<file path="src/shared/ald_regs.svh">
`ifndef ALD_REGS_SVH
`define ALD_REGS_SVH
// ***********************************************
// device register offsets
// ***********************************************
`define ALD_UPPER_LO 12'h247
`define ALD_UPPER_HI 12'h248
`define ALD_LOWER_LO 12'h249
`define ALD_LOWER_HI 12'h24a
`define ALD_DWELL_LO 12'h24b
`define ALD_DWELL_HI 12'h24c
`define ALD_MON_CTRL 12'h270
`define ALD_PERIOD_0 12'h271
`define ALD_PERIOD_1 12'h272
`define ALD_PERIOD_2 12'h273
`define ALD_HOLD_LO 12'h274
`define ALD_HOLD_HI 12'h275
`define ALD_SER_A 12'h279
`define ALD_SER_B 12'h27a
`define ALD_OUT_CTRL_A 12'h559
`define ALD_OUT_CTRL_B 12'h55a
`define ALD_OR_CLEAR 12'h562
`define ALD_OR_STICKY 12'h563
`define ALD_CB_SOURCE 12'h58f
// ***********************************************
// fields and timing
// ***********************************************
`define ALD_MON_EN_BIT 1
`define ALD_FD_EN_BIT 0
`define ALD_SIDEBAND_STATUS_PORT_EN_BIT 0
`define ALD_SER_B_BIT 1
`define ALD_RESET_BYTE 8'h00
`define ALD_LOWER_PIPE 4
`define ALD_FRAME_BITS 25
// ***********************************************
// receiver axi offsets
// ***********************************************
`define ALD_RX_STATUS 4'h0
`define ALD_RX_PEAK 4'h4
`define ALD_RX_CMD 4'h8
`define ALD_RX_RDATA 4'hc
`define ALD_RX_CMD_READ_BIT 24
`define ALD_AXI_OKAY 2'b00
`define ALD_AXI_SLVERR 2'b10
`endif

</file>
<file path="src/shared/ald_pkg.sv">
package ald_pkg;
   typedef logic [12:0] ald_mag_t;
   typedef enum logic [1:0] {ALD_RX_IDLE = 2'b00, ALD_RX_COLLECT = 2'b01} ald_rx_e;
endpackage : ald_pkg

</file>
<file path="src/shared/ald_link_if.sv">
`timescale 1ns/1ns
`default_nettype none
interface ald_link_if;
   logic [13:0] smp_data;
   logic [2:0] smp_ctrl;
   logic smp_valid;
   logic fast_threshold_flag;
   logic cfg_wr;
   logic cfg_rd;
   logic [11:0] cfg_addr;
   logic [7:0] cfg_wdata;
   logic [7:0] cfg_rdata;
   logic cfg_rvalid;
   modport dev (output smp_data, smp_ctrl, smp_valid, fast_threshold_flag, cfg_rdata, cfg_rvalid,
                input cfg_wr, cfg_rd, cfg_addr, cfg_wdata);
   modport rcv (input smp_data, smp_ctrl, smp_valid, fast_threshold_flag, cfg_rdata, cfg_rvalid,
                output cfg_wr, cfg_rd, cfg_addr, cfg_wdata);
endinterface : ald_link_if
`default_nettype wire

</file>
<file path="src/rtl/ald_delay.sv">
`timescale 1ns/1ns
`default_nettype none
`include "ald_regs.svh"
module ald_delay #(
   parameter int W = 13,
   parameter int DEPTH = `ALD_LOWER_PIPE
) (
   // clock and reset
   input wire logic aclk,
   input wire logic aresetn,
   // stream
   input wire logic in_valid,
   input wire logic [W-1:0] in_data,
   output logic [W-1:0] out_data
);
   typedef struct packed {
      logic [DEPTH-1:0][W-1:0] pipe;
   } ald_dly_s;
   ald_dly_s st, next_st;

   always_comb
   begin
      next_st = st;
      if (in_valid)
      begin
         next_st.pipe = {st.pipe[DEPTH-2:0], in_data};
      end
   end

   always_ff @(posedge aclk)
   begin
      if (!aresetn)
      begin
         st <= '0;
      end
      else
      begin
         st <= next_st;
      end
   end

   assign out_data = st.pipe[DEPTH-1];
endmodule : ald_delay
`default_nettype wire

</file>
<file path="src/rtl/ald_device.sv">
`timescale 1ns/1ns
`default_nettype none
`include "ald_regs.svh"
// Operation
// - sticky overrange bit per virtual converter
// - clear bit toggled high then low
// - flag sets when magnitude exceeds upper
// - flag clears after dwell below lower
// - upper detection reaches flag within 28
// - upper threshold pair vs output magnitude
// - lower threshold 13 bits, two registers
// - lower compare after pipeline delay
// - dwell 16-bit count, two registers
// - fast threshold gated by output control
// - monitor tracks magnitude, 13-bit peak
// - global 24-bit period in samples
// - period programmed before monitor enable
// - enable loads countdown, decrements per sample
// - peak seeded then keeps larger magnitude
// - count of 1 copies peak to holding
// - reload timer, reseed peak next sample
// - serial monitor needs both enable registers
// - up to three control bits, MSB first
// - 25-bit frame, five start-led subframes
// - sideband option needs five registers
// - embedded overrange matches sample latency
module ald_device #(
   parameter int LOWER_PIPE = `ALD_LOWER_PIPE
) (
   // clock and reset
   input wire logic aclk,
   input wire logic aresetn,
   // converter samples
   input wire logic sample_valid,
   input wire logic [13:0] sample_in,
   input wire logic [3:0] overrange_in,
   // link to receiver
   ald_link_if.dev link
);
   typedef struct packed {
      logic [7:0] upper_lo;
      logic [7:0] upper_hi;
      logic [7:0] lower_lo;
      logic [7:0] lower_hi;
      logic [7:0] dwell_lo;
      logic [7:0] dwell_hi;
      logic [7:0] mon_ctrl;
      logic [23:0] period;
      logic [7:0] ser_a;
      logic [7:0] ser_b;
      logic [7:0] oc_a;
      logic [7:0] oc_b;
      logic [7:0] or_clr;
      logic [3:0] or_sticky;
      logic [7:0] cb_src;
      ald_pkg::ald_mag_t hold;
      ald_pkg::ald_mag_t peak;
      logic [23:0] timer;
      logic mon_run;
      logic reseed;
      logic [15:0] dwell_cnt;
      logic flag;
      logic [24:0] frame;
      logic [4:0] frame_left;
      logic [13:0] smp_data;
      logic [2:0] smp_ctrl;
      logic smp_valid;
      logic [7:0] rdata;
      logic rvalid;
   } ald_dev_s;
   ald_dev_s st, next_st;

   // ***********************************************
   // helpers
   // ***********************************************
   // two's complement magnitude, saturated to 13 bits (full scale is 2^13)
   function automatic ald_pkg::ald_mag_t mag_of(input logic [13:0] s);
      logic [13:0] a;
      a = s[13] ? 14'(~s + 14'h0001) : s;
      mag_of = (a[13]) ? 13'h1fff : a[12:0];
   endfunction : mag_of

   function automatic ald_pkg::ald_mag_t max_of(input ald_pkg::ald_mag_t a, input ald_pkg::ald_mag_t b);
      max_of = (a > b) ? a : b;
   endfunction : max_of

   function automatic logic [7:0] read_reg(input ald_dev_s s, input logic [11:0] a);
      case (a)
         `ALD_UPPER_LO: read_reg = s.upper_lo;
         `ALD_UPPER_HI: read_reg = s.upper_hi;
         `ALD_LOWER_LO: read_reg = s.lower_lo;
         `ALD_LOWER_HI: read_reg = s.lower_hi;
         `ALD_DWELL_LO: read_reg = s.dwell_lo;
         `ALD_DWELL_HI: read_reg = s.dwell_hi;
         `ALD_MON_CTRL: read_reg = s.mon_ctrl;
         `ALD_PERIOD_0: read_reg = s.period[7:0];
         `ALD_PERIOD_1: read_reg = s.period[15:8];
         `ALD_PERIOD_2: read_reg = s.period[23:16];
         `ALD_HOLD_LO: read_reg = s.hold[7:0];
         `ALD_HOLD_HI: read_reg = {3'h0, s.hold[12:8]};
         `ALD_SER_A: read_reg = s.ser_a;
         `ALD_SER_B: read_reg = s.ser_b;
         `ALD_OUT_CTRL_A: read_reg = s.oc_a;
         `ALD_OUT_CTRL_B: read_reg = s.oc_b;
         `ALD_OR_CLEAR: read_reg = s.or_clr;
         `ALD_OR_STICKY: read_reg = {4'h0, s.or_sticky};
         `ALD_CB_SOURCE: read_reg = s.cb_src;
         default: read_reg = `ALD_RESET_BYTE;
      endcase
   endfunction : read_reg

   // ***********************************************
   // datapath
   // ***********************************************
   ald_pkg::ald_mag_t mag;
   ald_pkg::ald_mag_t mag_late;
   ald_pkg::ald_mag_t upper;
   ald_pkg::ald_mag_t lower;
   logic [15:0] dwell;
   logic fd_en;
   logic sideband_status_port_en;
   logic [1:0] cb_count;
   logic wr;
   logic [3:0] clr_fall;
   ald_pkg::ald_mag_t peak_now;

   assign mag = mag_of(sample_in);
   assign upper = {st.upper_hi[4:0], st.upper_lo};
   assign lower = {st.lower_hi[4:0], st.lower_lo};
   assign dwell = {st.dwell_hi, st.dwell_lo};
   assign fd_en = st.oc_a[`ALD_FD_EN_BIT] & st.oc_b[`ALD_FD_EN_BIT];
   assign cb_count = st.cb_src[1:0];
   // the serial frame only leaves the part when all five selection registers agree (ser_a, ser_b, oc_a, oc_b, cb_src)
   assign sideband_status_port_en = (st.ser_a[1:0] == 2'b11) & st.ser_b[`ALD_SER_B_BIT]
      & st.oc_a[`ALD_SIDEBAND_STATUS_PORT_EN_BIT] & st.oc_b[`ALD_SIDEBAND_STATUS_PORT_EN_BIT] & (cb_count != 2'b00);
   assign wr = link.cfg_wr;
   assign peak_now = st.reseed ? mag : max_of(st.peak, mag);

   // lower compare looks at the magnitude after the converter pipeline
   ald_delay #(
      .W(13),
      .DEPTH(LOWER_PIPE)
   ) u_lower_pipe (
      .aclk(aclk),
      .aresetn(aresetn),
      .in_valid(sample_valid),
      .in_data(mag),
      .out_data(mag_late)
   );

   always_comb
   begin
      next_st = st;
      clr_fall = 4'h0;
      // configuration writes
      if (wr)
      begin
         case (link.cfg_addr)
            `ALD_UPPER_LO: next_st.upper_lo = link.cfg_wdata;
            `ALD_UPPER_HI: next_st.upper_hi = link.cfg_wdata;
            `ALD_LOWER_LO: next_st.lower_lo = link.cfg_wdata;
            `ALD_LOWER_HI: next_st.lower_hi = link.cfg_wdata;
            `ALD_DWELL_LO: next_st.dwell_lo = link.cfg_wdata;
            `ALD_DWELL_HI: next_st.dwell_hi = link.cfg_wdata;
            `ALD_MON_CTRL: next_st.mon_ctrl = link.cfg_wdata;
            `ALD_PERIOD_0: next_st.period[7:0] = link.cfg_wdata;
            `ALD_PERIOD_1: next_st.period[15:8] = link.cfg_wdata;
            `ALD_PERIOD_2: next_st.period[23:16] = link.cfg_wdata;
            `ALD_SER_A: next_st.ser_a = link.cfg_wdata;
            `ALD_SER_B: next_st.ser_b = link.cfg_wdata;
            `ALD_OUT_CTRL_A: next_st.oc_a = link.cfg_wdata;
            `ALD_OUT_CTRL_B: next_st.oc_b = link.cfg_wdata;
            `ALD_OR_CLEAR:
            begin
               next_st.or_clr = link.cfg_wdata;
               clr_fall = st.or_clr[3:0] & ~link.cfg_wdata[3:0];
            end
            `ALD_CB_SOURCE: next_st.cb_src = link.cfg_wdata;
            default: next_st.rdata = next_st.rdata;
         endcase
      end
      next_st.rvalid = link.cfg_rd;
      if (link.cfg_rd)
      begin
         next_st.rdata = read_reg(st, link.cfg_addr);
      end
      // overrange sticky: a new event in the clearing cycle survives
      next_st.or_sticky = (st.or_sticky & ~clr_fall) | (sample_valid ? overrange_in : 4'h0);
      // peak monitor; a period write after enable is only seen at the next reload
      if (!st.mon_ctrl[`ALD_MON_EN_BIT])
      begin
         next_st.mon_run = 1'b0;
      end
      else if (!st.mon_run)
      begin
         next_st.mon_run = 1'b1;
         next_st.timer = st.period;
         next_st.reseed = 1'b1;
      end
      else if (sample_valid)
      begin
         if (st.timer <= 24'h00_0001)
         begin
            next_st.hold = peak_now;
            next_st.timer = st.period;
            next_st.reseed = 1'b1;
            if (sideband_status_port_en)
            begin
               next_st.frame = {1'b1, 4'h0, 1'b1, 3'h0, peak_now[12], 1'b1,
                                peak_now[11:8], 1'b1, peak_now[7:4], 1'b1, peak_now[3:0]};
               next_st.frame_left = 5'(`ALD_FRAME_BITS);
            end
         end
         else
         begin
            next_st.timer = st.timer - 24'h00_0001;
            next_st.peak = peak_now;
            next_st.reseed = 1'b0;
         end
      end
      // fast threshold flag with dwell release
      if (!fd_en)
      begin
         next_st.flag = 1'b0;
         next_st.dwell_cnt = 16'h0000;
      end
      else if (sample_valid)
      begin
         if (mag > upper)
         begin
            next_st.flag = 1'b1;
            next_st.dwell_cnt = 16'h0000;
         end
         else if (st.flag && (mag_late < lower))
         begin
            next_st.dwell_cnt = st.dwell_cnt + 16'h0001;
            if (st.dwell_cnt >= dwell)
            begin
               next_st.flag = 1'b0;
               next_st.dwell_cnt = 16'h0000;
            end
         end
         else
         begin
            next_st.dwell_cnt = 16'h0000;
         end
      end
      // output samples with control bits appended, one register stage for all
      next_st.smp_valid = sample_valid;
      if (sample_valid)
      begin
         next_st.smp_data = sample_in;
         next_st.smp_ctrl[2] = (st.frame_left != 5'h00) ? st.frame[24] : |overrange_in;
         next_st.smp_ctrl[1] = (cb_count >= 2'd2) & (|overrange_in);
         next_st.smp_ctrl[0] = (cb_count == 2'd3) & st.flag;
         if (cb_count == 2'd0)
         begin
            next_st.smp_ctrl[2] = 1'b0;
         end
         if (st.frame_left != 5'h00)
         begin
            next_st.frame = {st.frame[23:0], 1'b0};
            next_st.frame_left = st.frame_left - 5'h01;
         end
      end
   end

   always_ff @(posedge aclk)
   begin
      if (!aresetn)
      begin
         st <= '0;
      end
      else
      begin
         st <= next_st;
      end
   end

   assign link.smp_data = st.smp_data;
   assign link.smp_ctrl = st.smp_ctrl;
   assign link.smp_valid = st.smp_valid;
   assign link.fast_threshold_flag = st.flag;
   assign link.cfg_rdata = st.rdata;
   assign link.cfg_rvalid = st.rvalid;
endmodule : ald_device
`default_nettype wire

</file>
<file path="src/flat_wrapper.sv">
// flat-port wrapper written by rule: the top's interface ports become plain ports
module ald_device_flat 
#(
   parameter int LOWER_PIPE = `ALD_LOWER_PIPE
)
  (aclk, aresetn, sample_valid, sample_in, overrange_in, link_smp_data, link_smp_ctrl, link_smp_valid, link_fast_threshold_flag, link_cfg_rdata, link_cfg_rvalid, link_cfg_wr, link_cfg_rd, link_cfg_addr, link_cfg_wdata);
  ald_link_if link_i ();
  input wire logic aclk;
  input wire logic aresetn;
  input wire logic sample_valid;
  input wire logic [13:0] sample_in;
  input wire logic [3:0] overrange_in;
  output wire logic [$bits(link_i.smp_data)-1:0] link_smp_data;
  output wire logic [$bits(link_i.smp_ctrl)-1:0] link_smp_ctrl;
  output wire logic [$bits(link_i.smp_valid)-1:0] link_smp_valid;
  output wire logic [$bits(link_i.fast_threshold_flag)-1:0] link_fast_threshold_flag;
  output wire logic [$bits(link_i.cfg_rdata)-1:0] link_cfg_rdata;
  output wire logic [$bits(link_i.cfg_rvalid)-1:0] link_cfg_rvalid;
  input wire logic [$bits(link_i.cfg_wr)-1:0] link_cfg_wr;
  input wire logic [$bits(link_i.cfg_rd)-1:0] link_cfg_rd;
  input wire logic [$bits(link_i.cfg_addr)-1:0] link_cfg_addr;
  input wire logic [$bits(link_i.cfg_wdata)-1:0] link_cfg_wdata;
  assign link_smp_data = link_i.smp_data;
  assign link_smp_ctrl = link_i.smp_ctrl;
  assign link_smp_valid = link_i.smp_valid;
  assign link_fast_threshold_flag = link_i.fast_threshold_flag;
  assign link_cfg_rdata = link_i.cfg_rdata;
  assign link_cfg_rvalid = link_i.cfg_rvalid;
  assign link_i.cfg_wr = link_cfg_wr;
  assign link_i.cfg_rd = link_cfg_rd;
  assign link_i.cfg_addr = link_cfg_addr;
  assign link_i.cfg_wdata = link_cfg_wdata;
  ald_device #(.LOWER_PIPE(LOWER_PIPE)) u_core (.aclk(aclk), .aresetn(aresetn), .sample_valid(sample_valid), .sample_in(sample_in), .overrange_in(overrange_in), .link(link_i));
endmodule
</file>
<file path="config.mk">
export PLATFORM = sky130hd
export DESIGN_NAME = ald_device_flat
export DESIGN_NICKNAME = d
export VERILOG_FILES = /design/src/shared/ald_pkg.sv /design/src/shared/ald_link_if.sv /design/src/rtl/ald_delay.sv /design/src/rtl/ald_device.sv /design/src/flat_wrapper.sv
export VERILOG_INCLUDE_DIRS = /design/src /design/src/shared
export SDC_FILE = /design/constraint.sdc
export NUM_CORES = 1
export LEC_CHECK = 0
export BUFFER_PORTS_ARGS = -buffer_cell sky130_fd_sc_hd__buf_2
export CORE_ASPECT_RATIO = 0.7
export CORE_UTILIZATION = 50
export DETAILED_ROUTE_END_ITERATION = 10
export PLACE_DENSITY = 0.77
export SYNTH_ARGS = -nofsm -noshare
export SYNTH_HDL_FRONTEND = slang
export SYNTH_SLANG_ARGS = --single-unit
</file>
<file path="constraint.sdc">
create_clock -name aclk -period 11.8 [get_ports aclk]
set_input_delay 0.59 -clock aclk [delete_from_list [all_inputs] [get_ports aclk]]
set_output_delay 0.59 -clock aclk [all_outputs]
set_load 0.02 [all_outputs]
</file>
==> metrics <==
H-Tree Depth=1; Wirelength per Cell=a little under 20 um; Worst Path Required=12.27 ns; worst rel slew slack=15.44%; postcts setup bufs=0; most area-hungry cell type in the Yosys netlist=dfxtp_1; FF/Latch Area=a little over 6000 um2; Fill cells=roughly 2,800; YS warnings=0; layout cells sized above 1=under 10%; CTS tree=done; post-route design area=between 15,000 and 20,000 um2; Placed Cells=around 2,300; Die ar.=around 31,000 um2; clock latency on the worst-skew pair=between 0.5 and 0.6 ns; clock-pin slew on the worst setup and hold paths=roughly 0.06 ns; Simple-Gate Fraction of Synth Area=between 20% and 30%; synth top area cells=dfxtp_1 (41%), nand2_1 (7.1%), a21oi_1 (6.5%); r2r endpoint=u_core.st[60]$_SDFFE_PN0P_; Worst VDD drop=between 0.09 and 0.1 mV; final worst path period share=roughly 37%; synthesized flop and latch total=310; post-CTS resize count=0; Hold WS=roughly 0.29 ns; hold buffer count at cts=0; worst-margin pin slew=1.268 ns; Min-Delay Path Depth=3; final hold violations=0; RSZ-0062 raised after global routing=false; Cell Area, Placed=15,630 um2; core area=30,040 um2; number of placement rows=53; initial antenna violation count=1; largest net degree at the start of global routing=between 80 and 90; first-pass GRT wire length=between 70 and 80 mm; Synth Cell Area=between 15,000 and 20,000 um2; Setup crit start kind=input pin; PD cells=around 140 nW/um2; proportion of synthesized area in mux cells=between 5 and 6%; most frequent cells after synthesis=dfxtp_1 (310), nand2_1 (289), a21oi_1 (197); outcome=finished clean; Synth Area in XOR/XNOR=less than 1%; Final min period=between 4 and 5 ns; proportion of netlist area held by the largest area contributor=40.61%; num ports=71; post-synth cell types=80; initial drt markers=about 1,900; total number of vias=about 14,000; crit-path max FO=15; Nets=around 2,000; top_reg_cell synth=dfxtp_1; Sum Neg Setup Slack=0 ns; arrival time worst endpoint=4.83 ns; Max Cap Violations=0; Leak=between 6 and 7 nW; ANT nets after route=0; Reg2Reg Depth=9; Die W=~210 um; Vias/cell=6.112; Final GP Congestion=around 0.99; largest family of logic cells by synthesized area=simple AND/OR/NAND/NOR gates; area of the multi-input gates=between 8000 and 9000 um2; Non-Filler Instances=2,334; post-synthesis instance total=around 1,900; vias in the first global route=about 13,000; Crit. End Element=flop; ys async rst share=0%; Tot Pwr=~2.3 mW; I/O Buffers=70; clk sink count=310; synth-to-layout area growth=8.769%; count leader, synth=dfxtp_1; initial core utilization=about half; Num CTS Buffers=30; Post-synth EDFFs=0; CTS root buffer=clkbuf_16; final setup violating endpoints=0; DR DRC count=0; Syn Nets=approximately 2,000; final WL=45.67 mm; Pre-Repair DR Iteration Count=8; syn_area_per_cell=between 7 and 8 um2; Clock Tree Buf Depth=3; Congestion Overflow GR=0; worst reg2reg startpoint=u_core.lower[10]$_SDFFE_PN0P_; fin. max-slew vios=0; register area share after synthesis=40.61%; critical path class=in -> reg; Detailed Place HPWL=approximately 32 mm; Tot GR Track Use=between 20% and 30%; Fmax achieved=229.1 MHz; Die Y=about 150 um; CP Launch Point=sample_in[0]; class of the most critical hold timing path=in -> reg; R2R setup slack=8.38 ns; area share of fa/ha/maj cells after synthesis=about 4.8%; Hold EP=u_core.st[135]$_SDFF_PN0_; Worst Skew=roughly 0.02 ns; HP Start=overrange_in[1]; Synth Area in Compound Gates=around a fifth
==> cells in the final DEF (no fill, tap or decap), drive strengths merged, types with 6 or more instances in the layout <==
cell      n
dfxtp   310
nand2   289
a21oi   197
nor2    165
nand3   130
buf      92
inv      88
o21ai    86
mux2i    85
ha       58
nor3     46
clkbuf   46
a22oi    29
nand4    24
and2     20
a211oi   16
o22ai    16
a31oi    16
nor4     13
a221oi   12
a222oi   11
nand2b   10
a22o     10
a21o     10
or2       9
o21a      8
nor2b     8
nand3b    8
o31ai     7
or4       7
or3       6
xor2      6
a31o      6
o211ai    6
==> critical path, cell delays in order <==
cell and delay, ns:
buf_2 0.13, nor3_1 0.37, and2_1 0.22, nand2_1 0.08
or4b_2 0.71, and2_1 0.22, ha_1 0.33, nand3_1 0.11
o21bai_1 0.17, a31oi_1 0.17, o211ai_1 0.14, a211o_1 0.31
a221oi_2 0.48, buf_4 0.33, mux2i_1 0.32, o22ai_1 0.13
==> routing by layer <==
layer / up-vias / wire length, um / global-route usage (%)
li1: 6724 / - / -
met1: 6722 / 20360 / 41.56
met2: 715 / 18940 / 41.88
met3: 105 / 5088 / 7.728
met4: 0 / 1283 / 8.225
met5: - / 0 / 0
==> sequential cells by signal (all words and copies together), names as in the netlist, 2 cells and up <==
| signal | cells |
|---|---|
| u_core.link.cfg_rdata | 8 |
| u_core.lower | 13 |
| u_core.dwell | 16 |
| u_core.link.smp_ctrl | 3 |
| u_core.st | 199 |
| u_core.cb_count | 2 |
| u_core.u_lower_pipe.out_data | 13 |
| u_core.u_lower_pipe.st | 39 |
| u_core.link.smp_data | 14 |
==> final cells by class <==
type                       count  share of cell area [%]
multi-input combinational   1378                   48.49
sequential                   310                   37.34
clock buffer                  46                   5.300
timing repair buffer          92                   3.117
tap                          412                   3.101
inverter                      87                   1.995
clock inverter                 8                  0.6474
antenna                        1                 0.01506
==> per-stage QoR <==
stage | util [%] | setup slack, ns
2_1_floorplan | - | 7.705
3_3_place_gp | 52.03 | 7.083
3_5_place_dp | 52.03 | 6.915
4_1_cts | 55.32 | 7.513
5_1_grt | 55.33 | 7.189
6_report | 55.33 | 7.436
==> where the power goes <==
part | internal (mW) | switching (mW) | total (mW)
sequential | 1.08 | 0.0182 | 1.09
combinational | 0.0748 | 0.159 | 0.234
clock | 0.557 | 0.421 | 0.978
total | 1.71 | 0.598 | 2.31
==> cell families after synthesis <==
family / count (synthesis)
and+or+nand+nor: 750
AOI/OAI and AO/OA: 472
DFF: 310
buffers and inverters: 242
muxes: 87
adders and majority gates: 59
xor gates and xnor gates: 10
==> how the worst max path moves through the flow <==
stage / endpoint / slack, ns
finish: u_core.st[120]$_SDFFE_PN0P_ / 7.44
global route: u_core.st[105]$_SDFFE_PN0P_ / 7.19
CTS: u_core.st[120]$_SDFFE_PN0P_ / 7.51
detailed placement: u_core.st[120]$_SDFFE_PN0P_ / 6.91
global placement: u_core.st[119]$_SDFFE_PN0P_ / 7.08
floorplan: u_core.st[119]$_SDFFE_PN0P_ / 7.71
(Power assumes the default switching activity.)
